$ cat src/strap_cfg_pkg.sv
/*
  Shared constants for the start-up strap loader: timing, register map,
  reset values, lookup contents and pulse generator states.
  Assumes a single 20 MHz clock and a plain strobe register port.
*/
package strap_cfg_pkg;

  // Clock and pulse timing
  localparam int CLK_PERIOD_PS = 50000;
  localparam int PULSE_TIME_PS = 75000;
  localparam int PULSE_CYCLES = (PULSE_TIME_PS + CLK_PERIOD_PS - 1) / CLK_PERIOD_PS;
  localparam logic [3:0] PULSE_LAST = 4'(PULSE_CYCLES - 1);

  // Widths
  localparam int STRAP_W = 4;
  localparam int ROM_DEPTH = 8;
  localparam int WORD_W = 16;
  localparam int TUNE_W = 48;
  localparam int MULT_W = 8;
  localparam int ADDR_W = 4;

  // Strap field positions
  localparam int STRAP_SEL_MSB = 2;
  localparam int STRAP_CLK_BIT = 3;

  // Register word offsets
  localparam logic [3:0] REG_STATUS = 4'h0;
  localparam logic [3:0] REG_TUNE_LO = 4'h1;
  localparam logic [3:0] REG_TUNE_MID = 4'h2;
  localparam logic [3:0] REG_TUNE_HI = 4'h3;
  localparam logic [3:0] REG_MULT = 4'h4;

  // Reset values
  localparam logic [3:0] STRAP_RESET = 4'h0;
  localparam logic [47:0] TUNE_RESET = 48'h0;
  localparam logic [7:0] MULT_DEFAULT = 8'h28;
  localparam logic [7:0] MULT_RESET = 8'h28;

  // Start-up tuning words, W * fs / 65536 gives the output frequency
  localparam logic [15:0] ROM_INIT [ROM_DEPTH] = '{
    16'h0000, 16'h09f4, 16'h0d45, 16'h0fba,
    16'h13e8, 16'h1797, 16'h1f75, 16'h27d0
  };

  typedef enum logic [1:0] {
    ST_IDLE = 2'b00,
    ST_PULSE = 2'b01
  } pulse_state_t;

endpackage

$ cat src/strap_pulse_if.sv
/*
  Carrier between the reset pulse generator and the loader core.
  Assumes both ends share the loader clock.
*/
`timescale 1ns/1ps
`default_nettype none
interface strap_pulse_if;
  logic manual;
  logic pulse;
  logic fall;
  modport gen (input manual, output pulse, output fall);
  modport user (output manual, input pulse, input fall);
endinterface
`default_nettype wire

$ cat src/reset_pulse_gen.sv
/*
  Internal reset pulse generator: pulse stands from reset and for a fixed
  count after it, restarted by the manual reset pin.
  Assumes the manual pin is synchronous to the clock.
*/
`timescale 1ns/1ps
`default_nettype none
module reset_pulse_gen
  import strap_cfg_pkg::*;
(
  input wire logic clk,
  input wire logic rst,
  strap_pulse_if.gen pif
);

  pulse_state_t state;
  logic [3:0] count;

  // Pulse sequencing
  always_ff @(posedge clk or posedge rst) begin
    if (rst) begin
      state <= ST_PULSE;
      count <= 4'h0;
    end else begin
      case (state)
        ST_PULSE: begin
          if (pif.manual) begin
            count <= 4'h0;
          end else if (count == PULSE_LAST) begin
            state <= ST_IDLE;
            count <= 4'h0;
          end else begin
            count <= count + 4'h1;
          end
        end
        ST_IDLE: begin
          if (pif.manual) begin
            state <= ST_PULSE;
            count <= 4'h0;
          end
        end
        default: begin
          state <= ST_PULSE;
          count <= 4'h0;
        end
      endcase
    end
  end

  assign pif.pulse = (state == ST_PULSE);
  assign pif.fall = (state == ST_PULSE) && !pif.manual && (count == PULSE_LAST);

endmodule
`default_nettype wire

$ cat src/tuning_rom.sv
/*
  Eight-entry table of 16-bit start-up tuning words.
  Assumes a combinational read by a three-bit strap select.
*/
`timescale 1ns/1ps
`default_nettype none
module tuning_rom
  import strap_cfg_pkg::*;
(
  input wire logic [2:0] sel,
  output logic [15:0] word
);

  logic [15:0] table_mem [ROM_DEPTH];

  // Fixed contents
  generate
    for (genvar i = 0; i < ROM_DEPTH; i++) begin : g_rom
      assign table_mem[i] = ROM_INIT[i];
    end
  endgenerate

  assign word = table_mem[sel];

endmodule
`default_nettype wire

$ cat src/strap_startup_config_loader.sv
/*
  Start-up strap loader: internal reset pulse, release of the shared
  status pins, strap capture, start-up tuning word and clock source.
  Assumes strap resistors or an external driver set the status pins while
  the pulse stands, and a plain strobe register port with one-cycle reads.
*/
// Strobed register access and the register offsets were left to the implementer.
`timescale 1ns/1ps
`default_nettype none
module strap_startup_config_loader
  import strap_cfg_pkg::*;
(
  input wire logic MCLK,
  input wire logic RST,
  input wire logic RESET_PIN,
  input wire logic [3:0] STATUS_IN,
  input wire logic [3:0] STATUS_SRC,
  output logic [3:0] STATUS_OUT,
  output logic [3:0] STATUS_OE_N,
  input wire logic [3:0] ADDR,
  input wire logic [15:0] WDATA,
  input wire logic WR,
  input wire logic RD,
  output logic [15:0] RDATA,
  output logic [47:0] FREQUENCY_TUNING_WORD,
  output logic CLOCK_SOURCE_DIRECT,
  output logic [7:0] MULTIPLIER,
  output logic PULSE_ACTIVE
);

  strap_pulse_if pif ();

  logic [3:0] strap;
  logic [15:0] rom_word;
  logic [47:0] tuning_word;
  logic clock_direct;
  logic [7:0] multiplier;
  logic [15:0] next_rdata;
  logic pulse;
  logic fall;

  // Manual reset request into the pulse generator
  assign pif.manual = RESET_PIN;
  assign pulse = pif.pulse;
  assign fall = pif.fall;

  reset_pulse_gen u_pulse (
    .clk(MCLK),
    .rst(RST),
    .pif(pif)
  );

  tuning_rom u_rom (
    .sel(STATUS_IN[STRAP_SEL_MSB:0]),
    .word(rom_word)
  );

  // Register decode helper
  function automatic logic hit(input logic [3:0] addr, input logic [3:0] offs);
    hit = (addr == offs);
  endfunction

  // Pin release follows the async reset and the pulse with no clock delay
  assign STATUS_OE_N = {STRAP_W{RST | pulse}};

  // Normal status output once the pulse is over
  always_ff @(posedge MCLK or posedge RST) begin
    if (RST) begin
      STATUS_OUT <= 4'h0;
    end else begin
      STATUS_OUT <= STATUS_SRC;
    end
  end

  // Strap capture on the falling edge of the pulse, held afterwards
  always_ff @(posedge MCLK or posedge RST) begin
    if (RST) begin
      strap <= STRAP_RESET;
    end else if (fall) begin
      strap <= STATUS_IN;
    end
  end

  // Tuning word: start-up load wins over a software write
  always_ff @(posedge MCLK or posedge RST) begin
    if (RST) begin
      tuning_word <= TUNE_RESET;
    end else if (fall) begin
      tuning_word <= {rom_word, 32'h0};
    end else if (WR && hit(ADDR, REG_TUNE_LO)) begin
      tuning_word[15:0] <= WDATA;
    end else if (WR && hit(ADDR, REG_TUNE_MID)) begin
      tuning_word[31:16] <= WDATA;
    end else if (WR && hit(ADDR, REG_TUNE_HI)) begin
      tuning_word[47:32] <= WDATA;
    end
  end

  // Clock source selection
  always_ff @(posedge MCLK or posedge RST) begin
    if (RST) begin
      clock_direct <= 1'b0;
    end else if (fall) begin
      clock_direct <= STATUS_IN[STRAP_CLK_BIT];
    end
  end

  // Multiplier setting
  always_ff @(posedge MCLK or posedge RST) begin
    if (RST) begin
      multiplier <= MULT_RESET;
    end else if (fall) begin
      if (!STATUS_IN[STRAP_CLK_BIT]) begin
        multiplier <= MULT_DEFAULT;
      end
    end else if (WR && hit(ADDR, REG_MULT)) begin
      multiplier <= WDATA[7:0];
    end
  end

  // Read mux
  always_comb begin
    next_rdata = 16'h0;
    if (hit(ADDR, REG_STATUS)) begin
      next_rdata = {10'h0, pulse, clock_direct, strap};
    end else if (hit(ADDR, REG_TUNE_LO)) begin
      next_rdata = tuning_word[15:0];
    end else if (hit(ADDR, REG_TUNE_MID)) begin
      next_rdata = tuning_word[31:16];
    end else if (hit(ADDR, REG_TUNE_HI)) begin
      next_rdata = tuning_word[47:32];
    end else if (hit(ADDR, REG_MULT)) begin
      next_rdata = {8'h0, multiplier};
    end
  end

  // Read data stands only in the cycle after the strobe
  always_ff @(posedge MCLK or posedge RST) begin
    if (RST) begin
      RDATA <= 16'h0;
    end else if (RD) begin
      RDATA <= next_rdata;
    end else begin
      RDATA <= 16'h0;
    end
  end

  assign FREQUENCY_TUNING_WORD = tuning_word;
  assign CLOCK_SOURCE_DIRECT = clock_direct;
  assign MULTIPLIER = multiplier;
  assign PULSE_ACTIVE = pulse;

  generate
    for (genvar i = 0; i < ROM_DEPTH; i++) begin : g_load_chk

    end
  endgenerate
endmodule
`default_nettype wire

$ cat config.mk
export PLATFORM = sky130hd
export DESIGN_NAME = strap_startup_config_loader
export DESIGN_NICKNAME = d
export VERILOG_FILES = /design/src/strap_cfg_pkg.sv /design/src/strap_pulse_if.sv /design/src/reset_pulse_gen.sv /design/src/tuning_rom.sv /design/src/strap_startup_config_loader.sv
export SDC_FILE = /design/constraint.sdc
export NUM_CORES = 1
export LEC_CHECK = 0
export CORE_UTILIZATION = 57
export CTS_BUF_LIST = sky130_fd_sc_hd__clkbuf_8 sky130_fd_sc_hd__clkbuf_16
export CTS_CLUSTER_SIZE = 24
export DETAILED_ROUTE_END_ITERATION = 7
export DONT_BUFFER_PORTS = 1
export GPL_TIMING_DRIVEN = 0
export MAX_ROUTING_LAYER = met4
export PLACE_DENSITY = 0.75
export SYNTH_ARGS = -nofsm -noshare
export SYNTH_HDL_FRONTEND = slang
export SYNTH_SLANG_ARGS = --single-unit
export TNS_END_PERCENT = 10
$ cat constraint.sdc
create_clock -name MCLK -period 2.9 [get_ports MCLK]
set_input_delay 0.58 -clock MCLK [delete_from_list [all_inputs] [get_ports MCLK]]
set_output_delay 0.58 -clock MCLK [all_outputs]
set_load 0.05 [all_outputs]
==> run metrics <==
chip width 86.2 um; fmax around 360 MHz; Seq/Total Area, Yosys 0.527; vias in the first global route approximately 3200; Worst Tran Pin Value 0.712 ns; Worst Setup Slack, final around 0.14 ns; skew final just over 0.008 ns; Min Clock Period, post-route between 2 and 3 ns; Via density just over 6; CTS tree done; Detail Placement HPWL 8.12 mm; Worst Path Arrival roughly 2.2 ns; Initial Utilization 0.592; DRT Pass-1 Iters 6; r2r endpoint FREQUENCY_TUNING_WORD[36]$_DFFE_PP0P_; #FFs+latches synth 85; Pwr Total ~4700 uW; Slew HR 0.524; Initial DRC Count 341; # clock sinks between 80 and 90; worst hold path type in2async; top cell type's share of synthesized area 0.507; NumNets Final around 490; Reg2Reg Setup Slack between 0.5 and 0.6 ns; Post-CTS Setup Repair Bufs 0; initial antenna violation count 0; CTS Buf Count 9; # hold bufs at CTS 0; Critical Setup Path Class reg2out; top post-synthesis cells by area dfrtp_1 51%, nand2_1 9.7%, a21oi_1 7.8%; Top FF cell, synth dfrtp_1; unrepaired setup endpoints after global routing false; CTS Buffer Depth 2; routed via count ~3300; Worst-path clk slew roughly 0.09 ns; WL/cell between 20 and 25 um; Ports between 100 and 150; gr ovfl total 0; Final setup viols 0; PwrDens approximately 1100 mW/mm^2; syn_nets 476; post_cts resized 0; average cell area after synthesis slightly above 9 sq um; Final Cycle Share 0.951; critical path required time 2.32 ns; crit path launch type flop; post-route antenna net violation count 0; Placeable Area approximately 0.007 sq mm; Cell variety after synth 44; max capacitance violation total 0; row count 30; share of layout cells above drive strength 1 0.111; clk_lat worst skew roughly 0.37 ns; htree depth 3; Static Leakage 0.00200 uW; crit path from u_pulse.state[0]$_DFFE_PP1P_; DP Worst Slack ~0.57 ns; DR DRC count 0; ys async rst share 1.00; Setup TNS 0 ns; final core utilization 0.645; hold violation total from the final report 0; CTS root buffer clkbuf_8; routability congestion estimate a little under 1; status finished, final reports clean; global-route wire length before repair 16.9 mm; post-synthesis cell count 434; largest area contributor in the netlist dfrtp_1; Post-synth EDFFs 0; Critical Path Sink Type primary output; Yosys warning count 0; maximum VDD drop around 0.65 mV; IO buf count 0; Final Slew Violations 0; Tot GR Track Use 0.316; largest net degree at the start of global routing between 50 and 60; reg2reg path depth 5; total die area between 0.007 and 0.008 sq mm; Reg-to-Reg Start u_pulse.state[0]$_DFFE_PP1P_; final WL 11.0 mm; Area growth syn-to-layout 8.88%; Critical Path Fanout Max 9; Die H 86.2 um; Mapped Area about 0.0040 sq mm; ANT cells 0
## critical path, stage by stage, from the launching register on
cell      delay, ns
dfstp_2        0.70
clkbuf_1       0.44
or2_2          0.40
buf_4          0.26
## power by group
group / internal, uW / total, uW / switching (uW)
logic: 370 / 888 / 518
clock network: 427 / 886 / 459
registers: 1510 / 2920 / 1420
## flip-flops by register name, indices dropped and copies added, names as in the netlist
register	cells
CLOCK_SOURCE_DIRECT	1
STATUS_OUT	4
u_pulse.state	1
strap	3
MULTIPLIER	8
u_pulse.count	4
FREQUENCY_TUNING_WORD	48
RDATA	16
## cells in the final DEF, fill, tap and decap left out, types with 3 or more instances in the layout
master | synthesis | layout
nand3_1 | 3 | 3
o21ai_1 | 9 | 9
ha_1 | 9 | 9
clkbuf_8 | 0 | 10
nand2_1 | 104 | 104
a21oi_1 | 63 | 63
dfstp_2 | 3 | 3
a211oi_1 | 3 | 3
a22o_1 | 6 | 6
nor2b_1 | 6 | 6
dfrtp_1 | 82 | 82
buf_4 | 4 | 4
nor3b_2 | 3 | 3
mux2i_1 | 3 | 3
a22oi_1 | 19 | 19
a32oi_1 | 3 | 3
o21ai_0 | 7 | 7
buf_2 | 12 | 12
clkbuf_1 | 14 | 14
nand3b_1 | 3 | 3
nor3_1 | 4 | 4
nor2_1 | 24 | 24
nand2b_1 | 5 | 5
mux2_1 | 3 | 3
inv_1 | 10 | 9
mux2_2 | 9 | 9
## logic make-up (layout without fill, tap and decap cells)
family | Yosys count | in the layout | synth area share
simple gates | 163 | 163 | 0.179
compound gates | 119 | 119 | 0.176
flops | 85 | 85 | 0.527
buf+inv | 41 | 58 | 0.0455
mux | 15 | 15 | 0.0408
fa+ha+maj | 9 | 9 | 0.0278
xor+xnor | 2 | 2 | 0.00433
## routing by layer
layer	share of wire	wire length (um)	GRT usage	vias up
met5	0	0	-	-
met4	0.024	267	0.111	0
met3	0.10	1140	0.0876	27
met2	0.47	5200	0.476	204
met1	0.40	4380	0.413	1591
li1	-	-	-	1518
## area by class of cell
class / count / area [sq um]
Fill cell: 584 / 2430
Inverter: 10 / 40.0
Sequential cell: 85 / 2130
Timing Repair Buffer: 1 / 27.5
Tap cell: 96 / 120
Clock inverter: 6 / 71.3
Clock buffer: 10 / 138
Buffer: 31 / 146
Multi-Input combinational cell: 308 / 1730
## worst max-delay path by stage
stage | slack (ns) | depth (start not counted) | to
floorplan | 0.13 | 1 | CLOCK_SOURCE_DIRECT$_DFFE_PP0P_
detailed placement | 0.57 | 3 | STATUS_OE_N[1]
CTS | 0.17 | 3 | STATUS_OE_N[1]
global route | 0.10 | 3 | STATUS_OE_N[2]
global placement | -0.70 | 1 | STATUS_OUT[0]$_DFF_PP0_
finish | 0.14 | 3 | STATUS_OE_N[1]
## metrics by stage
| step | cell area, sq um | instances | hold slack [ns] |
|---|---|---|---|
| after floorplan | 4050 | 434 | 0.456 |
| after global placement | 4170 | 530 | 0.514 |
| after detailed placement | 4200 | 531 | 0.493 |
| after CTS | 4400 | 547 | 0.0964 |
| after global routing | 4400 | 547 | 0.112 |
| final | 4400 | 547 | 0.0830 |
## synthesized netlist by cell type, drive strengths merged, types with 4 or more instances
master and instances:
a22oi 19, nand2b 5, nor3 4, clkbuf 14
mux2 12, nor3b 5, nor2b 6, dfrtp 82
nor2 24, nand2 104, buf 17, a22o 6
o21ai 16, inv 10, a21oi 63, ha 9
No activity file was read; power rests on OpenSTA's default activity.
